<file path="config.mk">
export PLATFORM = sky130hd
export DESIGN_NAME = lbd_led_boost
export DESIGN_NICKNAME = d
export VERILOG_FILES = /design/src/rtl/lbd_pkg.sv /design/src/rtl/lbd_led_boost.sv /design/src/rtl/lbd_dimming.sv
export SDC_FILE = /design/constraint.sdc
export NUM_CORES = 1
export LEC_CHECK = 0
export BUFFER_PORTS_ARGS = -buffer_cell sky130_fd_sc_hd__buf_2
export CAP_MARGIN = 40
export CORE_AREA = 2 2 82 84
export CTS_CLUSTER_SIZE = 40
export DETAILED_ROUTE_END_ITERATION = 12
export DIE_AREA = 0 0 84 86
export HOLD_SLACK_MARGIN = 0.06
export PLACE_DENSITY = 0.65
export SLEW_MARGIN = 20
export SYNTH_ARGS = -nofsm -noshare
export SYNTH_HDL_FRONTEND = slang
export SYNTH_SLANG_ARGS = --single-unit
</file>
<file path="constraint.sdc">
create_clock -name clk_i -period 4.75 [get_ports clk_i]
set_input_delay 1.425 -clock clk_i [delete_from_list [all_inputs] [get_ports clk_i]]
set_output_delay 1.425 -clock clk_i [all_outputs]
set_load 0.01 [all_outputs]
</file>
<file path="src/rtl/lbd_pkg.sv">
// Constants shared by the LED boost dimming control design
package lbd_pkg;
  localparam int unsigned CLK_HZ        = 100_000_000;
  localparam int unsigned SLOTS         = 256;
  localparam int unsigned REP_FAST_HZ   = 183;
  localparam int unsigned REP_SLOW_HZ   = 122;
  localparam int unsigned SLOT_FAST_CYC = CLK_HZ / (REP_FAST_HZ * SLOTS);
  localparam int unsigned SLOT_SLOW_CYC = CLK_HZ / (REP_SLOW_HZ * SLOTS);
  localparam logic [11:0] SLOT_FAST_LEN = 12'(SLOT_FAST_CYC);
  localparam logic [11:0] SLOT_SLOW_LEN = 12'(SLOT_SLOW_CYC);
  localparam logic [7:0]  DUTY_HALF     = 8'h80;
  localparam logic [7:0]  DUTY_OFF      = 8'h00;
  localparam int unsigned MAX_ON_NS     = 6000;
  localparam int unsigned CLK_PERIOD_NS = 10;
  localparam logic [9:0]  MAX_ON_CYC    = 10'(MAX_ON_NS / CLK_PERIOD_NS);
  localparam logic [8:0]  SS_STEP_CYCLES = 9'h100;
  localparam logic [1:0]  LIMIT_125MA   = 2'h0;
  localparam logic [1:0]  LIMIT_250MA   = 2'h1;
  localparam logic [1:0]  LIMIT_500MA   = 2'h2;
  typedef enum logic [1:0] {LBD_OFF, LBD_SS1, LBD_SS2, LBD_RUN} lbd_mode_e;
endpackage

</file>
<file path="src/rtl/lbd_led_boost.sv">
// White LED boost converter digital control: dimming and PFM switch control
// Function
// - Duty one half: every pulse half on
// - Adjust duty with fully on or off pulses
// - Rate bit: high 183 Hz, low 122 Hz
// - Exactly 256 pulse slots per period
// - Switch on when feedback low, LED on
// - Switch off at current limit or 6 us
// - LED switch off forces power switch off
// - Shutdown holds LED switch open
// - LED pattern follows host duty setting
// - Soft-start limit 125, 250, 500 mA
// - First two steps last 256 switching cycles each
// - Zero duty is off, nonzero enables converter
// - Lockout or thermal shutdown opens both switches
`timescale 1ns/1ps
module lbd_led_boost (
  // Clock and reset
  input  wire logic       clk_i,
  input  wire logic       arst_n_i,
  // Host settings, same clock domain
  input  wire logic [7:0] led_duty_setting_i,
  input  wire logic       rep_rate_select_i,
  // Analog comparators and protection, asynchronous
  input  wire logic       current_sense_input_low_i,
  input  wire logic       peak_limit_reached_i,
  input  wire logic       uvlo_i,
  input  wire logic       thermal_shutdown_i,
  // Switch drives and status
  output logic            led_switch_on_o,
  output logic            power_switch_on_o,
  output logic [1:0]      current_limit_sel_o,
  output logic            converter_enabled_o
);
  logic [3:0] sync_a;
  logic [3:0] sync_b;
  logic       pwr_on;
  logic [9:0] on_cnt;
  logic [8:0] sw_cnt;
  logic [1:0] limit_sel;
  logic       enabled;
  lbd_pkg::lbd_mode_e mode;
  lbd_pkg::lbd_mode_e next_mode;
  logic       led_on;

  // Two stages on every asynchronous comparator and protection flag
  always_ff @(posedge clk_i or negedge arst_n_i) begin
    if (!arst_n_i) begin
      sync_a <= 4'h0;
      sync_b <= 4'h0;
    end else begin
      sync_a <= {thermal_shutdown_i, uvlo_i, peak_limit_reached_i, current_sense_input_low_i};
      sync_b <= sync_a;
    end
  end

  wire logic fb_low    = sync_b[0];
  wire logic peak_hit  = sync_b[1];
  wire logic fault     = sync_b[2] | sync_b[3];
  wire logic next_enabled = (led_duty_setting_i != lbd_pkg::DUTY_OFF) && !fault;

  lbd_dimming u_dimming (
    .clk_i       (clk_i),
    .arst_n_i    (arst_n_i),
    .enable_i    (enabled),
    .duty_i      (led_duty_setting_i),
    .rate_fast_i (rep_rate_select_i),
    .led_on_o    (led_on)
  );

  wire logic on_timeout = (on_cnt >= lbd_pkg::MAX_ON_CYC - 10'h001);
  wire logic turn_off   = pwr_on && (peak_hit || on_timeout || !led_on || !enabled);
  wire logic turn_on    = !pwr_on && fb_low && led_on && enabled;
  wire logic step_done  = turn_on && (sw_cnt == lbd_pkg::SS_STEP_CYCLES - 9'h001);

  always_comb begin
    next_mode = mode;
    case (mode)
      lbd_pkg::LBD_OFF: next_mode = lbd_pkg::LBD_SS1;
      lbd_pkg::LBD_SS1: if (step_done) begin
        next_mode = lbd_pkg::LBD_SS2;
      end
      lbd_pkg::LBD_SS2: if (step_done) begin
        next_mode = lbd_pkg::LBD_RUN;
      end
      default: next_mode = lbd_pkg::LBD_RUN;
    endcase
    if (!enabled) begin
      next_mode = lbd_pkg::LBD_OFF;
    end
  end

  // Limit steps follow the soft-start phase
  wire logic [1:0] next_limit = (next_mode == lbd_pkg::LBD_RUN) ? lbd_pkg::LIMIT_500MA :
                                (next_mode == lbd_pkg::LBD_SS2) ? lbd_pkg::LIMIT_250MA :
                                lbd_pkg::LIMIT_125MA;

  always_ff @(posedge clk_i or negedge arst_n_i) begin
    if (!arst_n_i) begin
      enabled   <= 1'b0;
      mode      <= lbd_pkg::LBD_OFF;
      limit_sel <= lbd_pkg::LIMIT_125MA;
    end else begin
      enabled   <= next_enabled;
      mode      <= next_mode;
      limit_sel <= next_limit;
    end
  end

  // Switching cycles count from each turn-on; reset at step boundaries
  always_ff @(posedge clk_i or negedge arst_n_i) begin
    if (!arst_n_i) begin
      sw_cnt <= 9'h000;
    end else if (!enabled || step_done) begin
      sw_cnt <= 9'h000;
    end else if (turn_on && mode != lbd_pkg::LBD_RUN) begin
      sw_cnt <= sw_cnt + 9'h001;
    end
  end

  // Off for at least one cycle after each turn-off, so DCM restarts cleanly
  always_ff @(posedge clk_i or negedge arst_n_i) begin
    if (!arst_n_i) begin
      pwr_on <= 1'b0;
      on_cnt <= 10'h000;
    end else if (turn_off) begin
      pwr_on <= 1'b0;
      on_cnt <= 10'h000;
    end else if (turn_on) begin
      pwr_on <= 1'b1;
      on_cnt <= 10'h000;
    end else if (pwr_on) begin
      on_cnt <= on_cnt + 10'h001;
    end
  end

  assign led_switch_on_o     = led_on;
  assign power_switch_on_o   = pwr_on;
  assign current_limit_sel_o = limit_sel;
  assign converter_enabled_o = enabled;
endmodule

</file>
<file path="src/rtl/lbd_dimming.sv">
// Burst dimming generator for the LED series switch
`timescale 1ns/1ps
module lbd_dimming (
  // Clock and reset
  input  wire logic       clk_i,
  input  wire logic       arst_n_i,
  // Control
  input  wire logic       enable_i,
  input  wire logic [7:0] duty_i,
  input  wire logic       rate_fast_i,
  // LED switch
  output logic            led_on_o
);
  logic [11:0] cyc;
  logic [7:0]  slot;
  logic        led_on;

  function automatic logic [7:0] bit_rev(input logic [7:0] v);
    logic [7:0] r;
    r = 8'h00;
    for (int i = 0; i < 8; i++) begin
      r[i] = v[7-i];
    end
    return r;
  endfunction

  wire logic [11:0] slot_len = rate_fast_i ? lbd_pkg::SLOT_FAST_LEN : lbd_pkg::SLOT_SLOW_LEN;
  wire logic        slot_end = (cyc >= slot_len - 12'h001);
  wire logic        first_half = (cyc < {1'b0, slot_len[11:1]});
  wire logic        above_half = (duty_i >= lbd_pkg::DUTY_HALF);
  // Count of slots forced full on (above half) or full off (below half)
  wire logic [8:0]  forced = above_half ? {duty_i - lbd_pkg::DUTY_HALF, 1'b0}
                                        : 9'h100 - {duty_i, 1'b0};
  // Bit reversal spreads forced slots evenly over the period
  wire logic        slot_forced = ({1'b0, bit_rev(slot)} < forced);
  wire logic        next_led_on = enable_i && (slot_forced ? above_half : first_half);

  always_ff @(posedge clk_i or negedge arst_n_i) begin
    if (!arst_n_i) begin
      cyc    <= 12'h000;
      slot   <= 8'h00;
      led_on <= 1'b0;
    end else if (!enable_i) begin
      cyc    <= 12'h000;
      slot   <= 8'h00;
      led_on <= 1'b0;
    end else begin
      cyc    <= slot_end ? 12'h000 : cyc + 12'h001;
      slot   <= slot_end ? slot + 8'h01 : slot;
      led_on <= next_led_on;
    end
  end

  assign led_on_o = led_on;
endmodule

</file>
==> results.json, run 1 <==
{
  "outcome": "finished, final reports clean",
  "regToRegStartpoint": "u_dimming.cyc[0]",
  "portBuffers": 19,
  "wire_per_inst_microns": 13.3,
  "fin_cells": 387,
  "synth_ff_type": "dfrtp_1",
  "synth_edf_count": 0,
  "critPathArrivalTime_ns": 3.20,
  "hold_start": "sync_a[3]",
  "crit_buf_inv": 2,
  "grt_max_degree": 29,
  "worstPathCellList": "buf_2, inv_1, ha_1, nand4b_1, o32a_2, or3_1, a21boi_1",
  "p_clk_share_pct": 33.3,
  "switching_power_mw": 0.189,
  "die_x_microns": 84,
  "grt.overflow.total": 0,
  "nNetsFinal": 347,
  "insertion_delay_ns": 0.30,
  "cp-end-kind": "register",
  "cp_max_fo": 14,
  "final_core_util_pct": 50.6,
  "reg2reg_to": "u_dimming.slot[1]",
  "rr_worst_depth": 7,
  "final_antenna_net_count": 0,
  "antenna_cells": 0,
  "min_path_cells": 0,
  "fin_crit_sh_pct": 62.5,
  "syn_inst": 287,
  "cts_setup_buffers": 0,
  "crit_family": "compound AO/OA/AOI/OAI gates",
  "async_flop_share_pct": 100,
  "synth_nets": 325,
  "grt_setup_unrepaired": "false",
  "fillers": 573,
  "rows": 29,
  "p_comb_share_pct": 7.2,
  "dp_hpwl_microns": 3720,
  "yosysWarnings": 0,
  "p_sw_share_pct": 24.4,
  "ir_drop_v": 0.000167,
  "ys_top_cells_by_area": "dfrtp_1, ha_1, nor2_1",
  "critical_path_class": "in2reg",
  "cts_max_path_buffers": 2,
  "cp_data_required_time_ns": 4.98,
  "p_int_mw": 0.585,
  "start_kind": "input pin",
  "clkSinkCount": 53,
  "drc": 0,
  "dr_total_vias": 2112,
  "path_clk_slew_ns": 0.10,
  "fin_setup_tns_ns": 0,
  "r2r_slack_ns": 2.66,
  "gp_congestion": 0.823,
  "max_slew_margin_pct": 62.9,
  "ios": 20,
  "first_pass_iters": 4,
  "total_power_mw": 0.773,
  "synth-seq-cells": 53,
  "max_stage_delay_ns": 0.50,
  "start_util_pct": 46.6,
  "wl_microns": 5130,
  "syn_avg_cell_area_sq_um": 10.2,
  "cts_made_buffers": 5,
  "grt_pass1_vias": 2098,
  "p_per_area_nw_per_um2": 243,
  "ys_types": 43,
  "dp_cells": 379,
  "yosysSeqAreaShare_pct": 45.3,
  "syn-cell-area_sq_um": 2930,
  "cts-root-buf": "clkbuf_8",
  "die_y_microns": 86,
  "max_cap_viol_count": 0,
  "p_leak_nw": 1.48,
  "drt_iter0_markers": 84,
  "worst_slew_pin_slew_ns": 0.556,
  "synth_top_area_share_pct": 45.3,
  "cts_resized": 0,
  "hold_violations": 0,
  "final_max_slew_viol_count": 0,
  "antenna_found_initial": 0,
  "setup_ws_ns": 1.78,
  "grt_pass1_wl_microns": 9320,
  "hold_end": "sync_b[3]",
  "cts_tree": "yes",
  "core_sq_um": 6280,
  "syn_to_final_growth_pct": 8.68,
  "period_minus_slack_ns": 2.97,
  "cts-htree-levels": 2,
  "p_seq_share_pct": 59.5,
  "fin_skew_ns": 0.00803,
  "hold_class": "reg2reg",
  "dieArea_sq_um": 7220,
  "viasPerCell": 5.46,
  "drive_above_1_share_pct": 11.3,
  "setup_viol": 0,
  "place_ws_ns": 1.45,
  "fmax_mhz": 337,
  "crit_slowest_cell": "o32a_2",
  "grt.total_usage_pct": 15.8,
  "synth_area_leader_cell": "dfrtp_1",
  "holdBufCountCts": 0
}
==> cell type report <==
| type | count | area, sq um | share of cell area (%) |
|---|---|---|---|
| clock buffers | 5 | 68.8 | 2.16 |
| clock inverters | 3 | 25.0 | 0.787 |
| inverters | 8 | 30.0 | 0.945 |
| multi-input cells | 220 | 1520 | 47.9 |
| flip-flops and latches | 53 | 1330 | 41.7 |
| well taps | 77 | 96.3 | 3.03 |
| repair buffers | 21 | 110 | 3.46 |
==> cells in the final DEF, fill, tap and decap left out, types with 4 or more instances in the layout <==
cell type and instances:
dfrtp_1 53, nor2_1 31, ha_1 23, buf_2 19
nand2_1 14, a21oi_1 14, nand3_1 13, o21ai_0 13
xor2_1 12, and3_1 11, xnor2_1 10, inv_1 8
a31oi_1 7, or3_1 7, nor3_1 6, nand2b_1 6
mux2i_1 5, a21o_1 5, a21boi_1 5, clkbuf_8 5
a211oi_1 4, nor2b_1 4, nand4_1 4
==> stage by stage <==
| step | area [sq um] | hold WS (ns) |
|---|---|---|
| 6_report | 3180 | 0.357 |
| 5_1_grt | 3180 | 0.365 |
| 4_1_cts | 3180 | 0.363 |
| 3_5_place_dp | 3090 | 0.340 |
| 3_3_place_gp | 3090 | 0.333 |
| 2_1_floorplan | 2930 | 0.331 |
==> worst max path at each step <==
| stage | endpoint | depth (start not counted) | startpoint |
|---|---|---|---|
| 6_report | u_dimming.slot[6] | 7 | rep_rate_select_i |
| 3_5_place_dp | u_dimming.slot[5] | 7 | rep_rate_select_i |
| 5_1_grt | u_dimming.slot[3] | 7 | rep_rate_select_i |
| 2_1_floorplan | u_dimming.led_on_o | 10 | led_duty_setting_i[0] |
| 3_3_place_gp | u_dimming.led_on_o | 11 | led_duty_setting_i[0] |
| 4_1_cts | u_dimming.slot[6] | 7 | rep_rate_select_i |
==> sequential cells by signal (all words and copies together), names as in the netlist <==
name and flops:
u_dimming.slot 7, sync_b 4, power_switch_on_o 1, u_dimming.led_on_o 1
current_limit_sel_o 2, sw_cnt 9, converter_enabled_o 1, on_cnt 10
u_dimming.cyc 12, sync_a 4, mode 2
==> layer usage <==
metal | wire [microns] | global-route usage (%) | vias up
met5 | 0 | 0 | -
li1 | - | - | 1074
met4 | 72 | 5.57 | 0
met2 | 2450 | 26.0 | 19
met1 | 2500 | 20.6 | 1012
met3 | 104 | 3.75 | 7
==> power groups by stage <==
stage	registers [mW]	clock network, mW	logic, mW
floorplan	0.469	0	0.0319
global placement	0.469	0	0.0554
detailed placement	0.470	0	0.0569
CTS	0.461	0.270	0.0572
global route	0.461	0.289	0.0651
finish	0.460	0.258	0.0554
==> worst register-to-register path, delay by kind of cell (launching register included) <==
| family | cells | cell delay, ns |
|---|---|---|
| AOI/OAI and AO/OA | 2 | 0.61 |
| adders and majority gates | 1 | 0.26 |
| buffers and inverters | 1 | 0.06 |
| DFF | 1 | 0.43 |
| muxes | 1 | 0.23 |
| and+or+nand+nor | 2 | 0.40 |
==> synth_stat cells, drive strengths merged (2+ instances only) <==
master	number
dfrtp	53
nor2	31
ha	23
nand2	15
a21oi	14
nand3	13
o21ai	13
xor2	12
and3	11
xnor2	10
a31oi	8
inv	8
or3	7
a21boi	6
nand2b	6
nor3	6
a21o	5
mux2i	5
a211oi	4
buf	4
nand4	4
nor2b	4
and2	3
and4	3
a22o	2
clkbuf	2
nand4b	2
o21a	2
==> cells by family (layout without fill, tap and decap cells) <==
kind of cell             count (synthesis)  count (layout)  share of synthesized area, %
AO/OA/AOI/OAI                           60              60                          14.2
XOR/XNOR                                22              22                          6.59
buffers and inverters                   14              37                          2.61
adder cells (fa/ha/maj)                 23              23                          9.84
flip-flops                              53              53                          45.3
multiplexers                             5               5                          1.71
AND/OR/NAND/NOR                        110             110                          19.8
Note: power is estimated with default switching activity, not from simulation.
==> inputs of run 2 (changes only) <==
--- a/config.mk
+++ b/config.mk
@@ -5,14 +5,15 @@
 export SDC_FILE = /design/constraint.sdc
 export NUM_CORES = 1
 export LEC_CHECK = 0
+export ABC_AREA = 1
 export BUFFER_PORTS_ARGS = -buffer_cell sky130_fd_sc_hd__buf_2
 export CAP_MARGIN = 40
-export CORE_AREA = 2 2 82 84
+export CORE_AREA = 2 2 87 89
 export CTS_CLUSTER_SIZE = 40
 export DETAILED_ROUTE_END_ITERATION = 12
-export DIE_AREA = 0 0 84 86
+export DIE_AREA = 0 0 89 91
 export HOLD_SLACK_MARGIN = 0.06
-export PLACE_DENSITY = 0.65
+export PLACE_DENSITY = 0.64
 export SLEW_MARGIN = 20
 export SYNTH_ARGS = -nofsm -noshare
 export SYNTH_HDL_FRONTEND = slang
==> constraint.sdc (replaced) <==
create_clock -name clk_i -period 2.8 [get_ports clk_i]
set_input_delay 0.84 -clock clk_i [delete_from_list [all_inputs] [get_ports clk_i]]
set_output_delay 0.84 -clock clk_i [all_outputs]
set_load 0.01 [all_outputs]
==> run 2 against run 1 <==
  * Global-route usage is 0.40 points higher
  * Power grew 83%
  * Non-clock buffer count rose by 5
  * Utilization barely moved
  * Cell area rose by 14%
  * Clock skew decreased by 0.0047 ns
  * Worst setup slack got worse by 1.4 ns
  * Critical endpoint is now u_dimming.led_on_o
  * Largest power group unchanged
  * Highest routed layer unchanged
==> results.json, run 2 <==
{
  "crit_buf_inv": 4,
  "p_clk_share_pct": 37.0,
  "cts_setup_buffers": 0,
  "nNetsFinal": 466,
  "p_per_area_nw_per_um2": 391,
  "grt_max_degree": 35,
  "crit_top_cell": "nand2_1",
  "portBuffers": 19,
  "worst_slew_pin_slew_ns": 0.398,
  "grt_pass1_wl_microns": 10500,
  "largest-register": "u_dimming.cyc",
  "p_seq_share_pct": 55.2,
  "grt.overflow.total": 0,
  "grt.total_usage_pct": 16.2,
  "syn_to_final_growth_pct": 11.3,
  "yosysSeqAreaShare_pct": 40.8,
  "synth_xor_area_share_pct": 6.74,
  "cts_made_buffers": 5,
  "path_clk_slew_ns": 0.09,
  "regToRegStartpoint": "sw_cnt[0]",
  "synth_compound_area_share_pct": 7.74,
  "p_leak_nw": 1.80,
  "syn_avg_cell_area_sq_um": 8.10,
  "dieArea_sq_um": 8100,
  "fmax_mhz": 405,
  "crit_slowest_cell": "ha_1",
  "synth_ff_type": "dfrtp_1",
  "synth_common_cells": "nand2_1, inv_1, dfrtp_1",
  "crit_family": "simple AND/OR/NAND/NOR gates",
  "rr_worst_depth": 11,
  "largest_reg_flops": 12,
  "grt_setup_unrepaired": "false",
  "p_int_mw": 1.08,
  "antenna_found_initial": 0,
  "antenna_cells": 0,
  "ys_types": 35,
  "wl_microns": 5850,
  "r2r_slack_ns": 0.95,
  "top_regs": "u_dimming.cyc x12, on_cnt x10, sw_cnt x9",
  "synth_nets": 439,
  "cts_tree": "yes",
  "hold_slack_ns": 0.354,
  "synth_top_area_share_pct": 40.8,
  "p_comb_share_pct": 7.9,
  "synth_area_leader_cell": "dfrtp_1",
  "switching_power_mw": 0.331,
  "async_flop_share_pct": 100,
  "drt_iter0_markers": 51,
  "max_stage_delay_ns": 0.31,
  "syn_inst": 401,
  "cts-htree-levels": 2,
  "drive_above_1_share_pct": 13.1,
  "synth_top_family_by_area": "simple AND/OR/NAND/NOR gates",
  "grt_pass1_vias": 2411,
  "synth_fa_ha_area_share_pct": 8.86,
  "fin_setup_tns_ns": 0,
  "yosysWarnings": 0,
  "start_util_pct": 45.5,
  "fin_skew_ns": 0.00335,
  "hold_violations": 0,
  "die_x_microns": 89,
  "p_sw_share_pct": 23.4,
  "cp_data_required_time_ns": 3.04,
  "holdBufCountCts": 0,
  "start_kind": "input pin",
  "setup_viol": 0,
  "cts-root-buf": "clkbuf_8",
  "min_path_cells": 0,
  "period_minus_slack_ns": 2.47,
  "insertion_delay_ns": 0.31,
  "dp_hpwl_microns": 4430,
  "dr_total_vias": 2534,
  "final_antenna_net_count": 0,
  "max_cap_viol_count": 0,
  "final_max_slew_viol_count": 0,
  "worstPathCellList": "buf_2, inv_1, ha_1, nand2_1, nor3_1, nand2_1, nand2_1, xor2_1, inv_1, ha_1, a21oi_1, nand2_1, o21ai_0, nand2_1, nand2_1, inv_1, nor2_1",
  "regArea_sq_um": 1330,
  "multi_input_comb_area_sq_um": 1670,
  "cp-end-kind": "register",
  "viasPerCell": 4.80,
  "critical_path_class": "in2reg",
  "yosys.area_share.simple_pct": 28.1,
  "rows": 31,
  "gp_congestion": 0.807,
  "cts_resized": 0,
  "outcome": "finished, final reports clean",
  "hold_start": "sync_a[3]",
  "core_sq_um": 7140,
  "drc": 0,
  "hold_class": "reg2reg",
  "synth_edf_count": 0,
  "cts_max_path_buffers": 2,
  "cp_max_fo": 3,
  "final_common_cell": "nand2_1",
  "ios": 20,
  "die_y_microns": 91,
  "fin_crit_sh_pct": 88.1,
  "max_slew_margin_pct": 73.4,
  "mostFrequentLayoutCells": "nand2_1, inv_1, dfrtp_1",
  "wire_per_inst_microns": 11.1,
  "ys_top_cells_by_area": "dfrtp_1, nand2_1, ha_1",
  "critPathArrivalTime_ns": 2.71,
  "first_pass_iters": 4,
  "reg2reg_to": "sw_cnt[0]",
  "clkSinkCount": 53,
  "muxShareOfSynthArea_pct": 0,
  "ir_drop_v": 0.000259,
  "syn-cell-area_sq_um": 3250,
  "hold_end": "sync_b[3]",
  "synth_most_common_cell": "nand2_1",
  "synth-seq-cells": 53,
  "fillers": 704
}
## run 2: how the worst max path moves through the flow
stage	end	from	cells after the start
final	u_dimming.led_on_o	led_duty_setting_i[0]	17
after global routing	u_dimming.led_on_o	led_duty_setting_i[0]	17
after CTS	u_dimming.led_on_o	led_duty_setting_i[0]	17
after detailed placement	u_dimming.led_on_o	led_duty_setting_i[0]	17
after global placement	u_dimming.led_on_o	led_duty_setting_i[0]	17
after floorplan	u_dimming.led_on_o	led_duty_setting_i[0]	16
## run 2: kinds of logic after synthesis
logic type                 after synthesis
buffers and inverters                   63
DFF                                     53
and+or+nand+nor                        195
xor gates and xnor gates                25
AOI/OAI and AO/OA                       42
adders and majority gates               23
## run 2: layout make-up
| class | count | area share (%) |
|---|---|---|
| sequential | 53 | 36.7 |
| multi-input combinational | 285 | 46.2 |
| tap | 99 | 3.43 |
| timing repair buffer | 26 | 4.64 |
| clock buffer | 6 | 2.01 |
| inverter | 57 | 5.92 |
| clock inverter | 2 | 1.07 |
## run 2: power groups by stage
stage | clock (mW) | sequential (mW) | combinational [mW]
2_1_floorplan | 0 | 0.795 | 0.0617
3_3_place_gp | 0 | 0.795 | 0.106
3_5_place_dp | 0 | 0.796 | 0.110
4_1_cts | 0.547 | 0.781 | 0.110
5_1_grt | 0.579 | 0.782 | 0.129
6_report | 0.523 | 0.780 | 0.111
## run 2: metal layers
layer / global-route usage (%) / routed length [microns] / vias to the layer above
met3: 3.18 / 176 / 4
met5: 0 / 0 / -
li1: - / - / 1338
met4: 5.22 / 80 / 0
met2: 26.6 / 2780 / 30
met1: 21.3 / 2810 / 1162
## run 2: worst reg2reg max path, cell delays in order, from the launching register on
cell	delay (ns)
dfrtp_1	0.39
ha_1	0.18
nand3_1	0.10
nor4_1	0.23
ha_1	0.20
inv_1	0.04
nor2_1	0.20
nor2_2	0.12
nand2_1	0.09
inv_1	0.05
nand2_1	0.05
o21ai_0	0.08
## run 2: stage by stage
stage	util [%]	power (mW)	instances	worst slack [ns]	instance area, sq um
after floorplan	-	0.857	401	0.314	3250
after global placement	48.7	0.901	519	0.105	3480
after detailed placement	48.7	0.905	519	0.00804	3480
after CTS	50.3	1.44	527	0.329	3590
after global routing	50.6	1.49	528	0.101	3610
final	50.6	1.41	528	0.333	3610
==> inputs of run 3 (changes only) <==
--- a/config.mk
+++ b/config.mk
@@ -13,7 +13,6 @@
 export DETAILED_ROUTE_END_ITERATION = 12
 export DIE_AREA = 0 0 89 91
 export HOLD_SLACK_MARGIN = 0.06
-export PLACE_DENSITY = 0.64
 export SLEW_MARGIN = 20
 export SYNTH_ARGS = -nofsm -noshare
 export SYNTH_HDL_FRONTEND = slang
==> run 3 against run 2 <==
  * Flip-flop and latch count stayed put
  * First-iteration DRC count grew to 2.6 times the previous value
  * Cell area shrank 1.1%
  * Critical path depth unchanged
  * Global-route usage fell by 0.42 points
  * Highest routed layer unchanged
==> results.json, run 3 (synthesized netlist as in run 2, its figures left out) <==
{
  "start_kind": "input pin",
  "critical_path_class": "in2reg",
  "path_clk_slew_ns": 0.10,
  "cts-root-buf": "clkbuf_8",
  "die_y_microns": 91,
  "antenna_found_initial": 0,
  "cp_data_required_time_ns": 3.04,
  "grt_pass1_vias": 2366,
  "hold_class": "reg2reg",
  "final_common_cell": "nand2_1",
  "dieArea_sq_um": 8100,
  "cts-htree-levels": 2,
  "fin_crit_sh_pct": 89.1,
  "cts_tree": "yes",
  "hold_start": "sync_a[0]",
  "viasPerCell": 4.83,
  "min_path_cells": 0,
  "drive_above_1_share_pct": 12.9,
  "dp_hpwl_microns": 4400,
  "holdBufCountCts": 0,
  "fin_setup_tns_ns": 0,
  "cts_made_buffers": 5,
  "portBuffers": 19,
  "core_sq_um": 7140,
  "r2r_slack_ns": 0.96,
  "final_antenna_net_count": 0,
  "insertion_delay_ns": 0.31,
  "crit_buf_inv": 4,
  "die_x_microns": 89,
  "worst_slew_pin_slew_ns": 0.393,
  "syn_to_final_growth_pct": 10.1,
  "largest-register": "u_dimming.cyc",
  "fmax_mhz": 401,
  "crit_family": "simple AND/OR/NAND/NOR gates",
  "final_max_slew_viol_count": 0,
  "fin_skew_ns": 0.00756,
  "cts_max_path_buffers": 2,
  "grt_max_degree": 54,
  "ios": 20,
  "max_slew_margin_pct": 73.8,
  "worstPathCellList": "buf_2, inv_1, ha_1, nand2_1, nor3_1, nand2_1, nand2_1, xor2_1, inv_1, ha_1, a21oi_1, nand2_1, o21ai_0, nand2_1, nand2_1, inv_1, nor2_1",
  "p_leak_nw": 1.77,
  "critPathArrivalTime_ns": 2.74,
  "cts_resized": 0,
  "crit_top_cell": "nand2_1",
  "rr_worst_depth": 11,
  "wire_per_inst_microns": 11.3,
  "nNetsFinal": 464,
  "top_regs": "u_dimming.cyc x12, on_cnt x10, sw_cnt x9",
  "period_minus_slack_ns": 2.49,
  "wl_microns": 5930,
  "mostFrequentLayoutCells": "nand2_1, inv_1, dfrtp_1",
  "gp_congestion": 0.796,
  "cp_max_fo": 3,
  "p_per_area_nw_per_um2": 375,
  "ir_drop_v": 0.000211,
  "stdcell_area_sq_um": 3570,
  "grt.overflow.total": 0,
  "grt_setup_unrepaired": "false",
  "drc": 0,
  "start_util_pct": 45.5,
  "largest_reg_flops": 12,
  "outcome": "finished, final reports clean",
  "cp-end-kind": "register",
  "regToRegStartpoint": "sw_cnt[0]",
  "clkSinkCount": 53,
  "reg2reg_to": "sw_cnt[0]",
  "setup_viol": 0,
  "grt_pass1_wl_microns": 10400,
  "placed_area_sq_um": 3480,
  "grt.total_usage_pct": 15.8,
  "cts_setup_buffers": 0,
  "rows": 31,
  "hold_violations": 0,
  "first_pass_iters": 4,
  "crit_slowest_cell": "ha_1",
  "max_cap_viol_count": 0,
  "dr_total_vias": 2542,
  "drt_iter0_markers": 131,
  "hold_end": "sync_b[0]",
  "max_stage_delay_ns": 0.31,
  "antenna_cells": 0
}
==> run 3: cell type report <==
type,count,area (sq um)
Inverter,57,214
Clock inverter,3,25.0
Clock buffer,5,68.8
Timing Repair Buffer,24,145
Sequential cell,53,1330
Tap cell,99,124
Multi-Input combinational cell,285,1670
Fill cell,702,3560
==> run 3: how the worst max path moves through the flow <==
| stage | startpoint | cells past startpoint | end | slack [ns] |
|---|---|---|---|---|
| global route | led_duty_setting_i[0] | 17 | u_dimming.led_on_o | 0.05 |
| CTS | led_duty_setting_i[0] | 17 | u_dimming.led_on_o | 0.31 |
| floorplan | led_duty_setting_i[0] | 16 | u_dimming.led_on_o | 0.31 |
| detailed placement | led_duty_setting_i[0] | 17 | u_dimming.led_on_o | 0.008 |
| finish | led_duty_setting_i[0] | 17 | u_dimming.led_on_o | 0.31 |
| global placement | led_duty_setting_i[0] | 17 | u_dimming.led_on_o | 0.09 |
==> run 3: power breakdown <==
| group | internal, mW | switching [mW] | leakage [nW] | total (mW) |
|---|---|---|---|---|
| logic | 0.0384 | 0.0709 | 1.01 | 0.109 |
| registers | 0.774 | 0.00607 | 0.718 | 0.781 |
| clock network | 0.181 | 0.268 | 0.0447 | 0.449 |
| total | 0.994 | 0.345 | 1.77 | 1.34 |
==> run 3: routing by layer <==
metal	vias to the layer above	global-route usage, %	part of all wire, %
met3	5	3.27	3.4
met2	37	25.4	46
met4	0	3.86	1.1
li1	1336	-	-
met1	1164	21.7	50
met5	-	0	0
==> run 3: stage by stage <==
stage               utilization, %  hold slack, ns  total power, mW  worst slack (ns)  instances
finish                        50.1           0.359             1.34             0.306        526
floorplan                        -           0.331            0.857             0.314        401
global placement              48.8           0.335            0.904            0.0900        518
CTS                           50.1           0.363             1.37             0.314        526
detailed placement            48.8           0.337            0.907           0.00827        518
global route                  50.1           0.379             1.41            0.0534        526
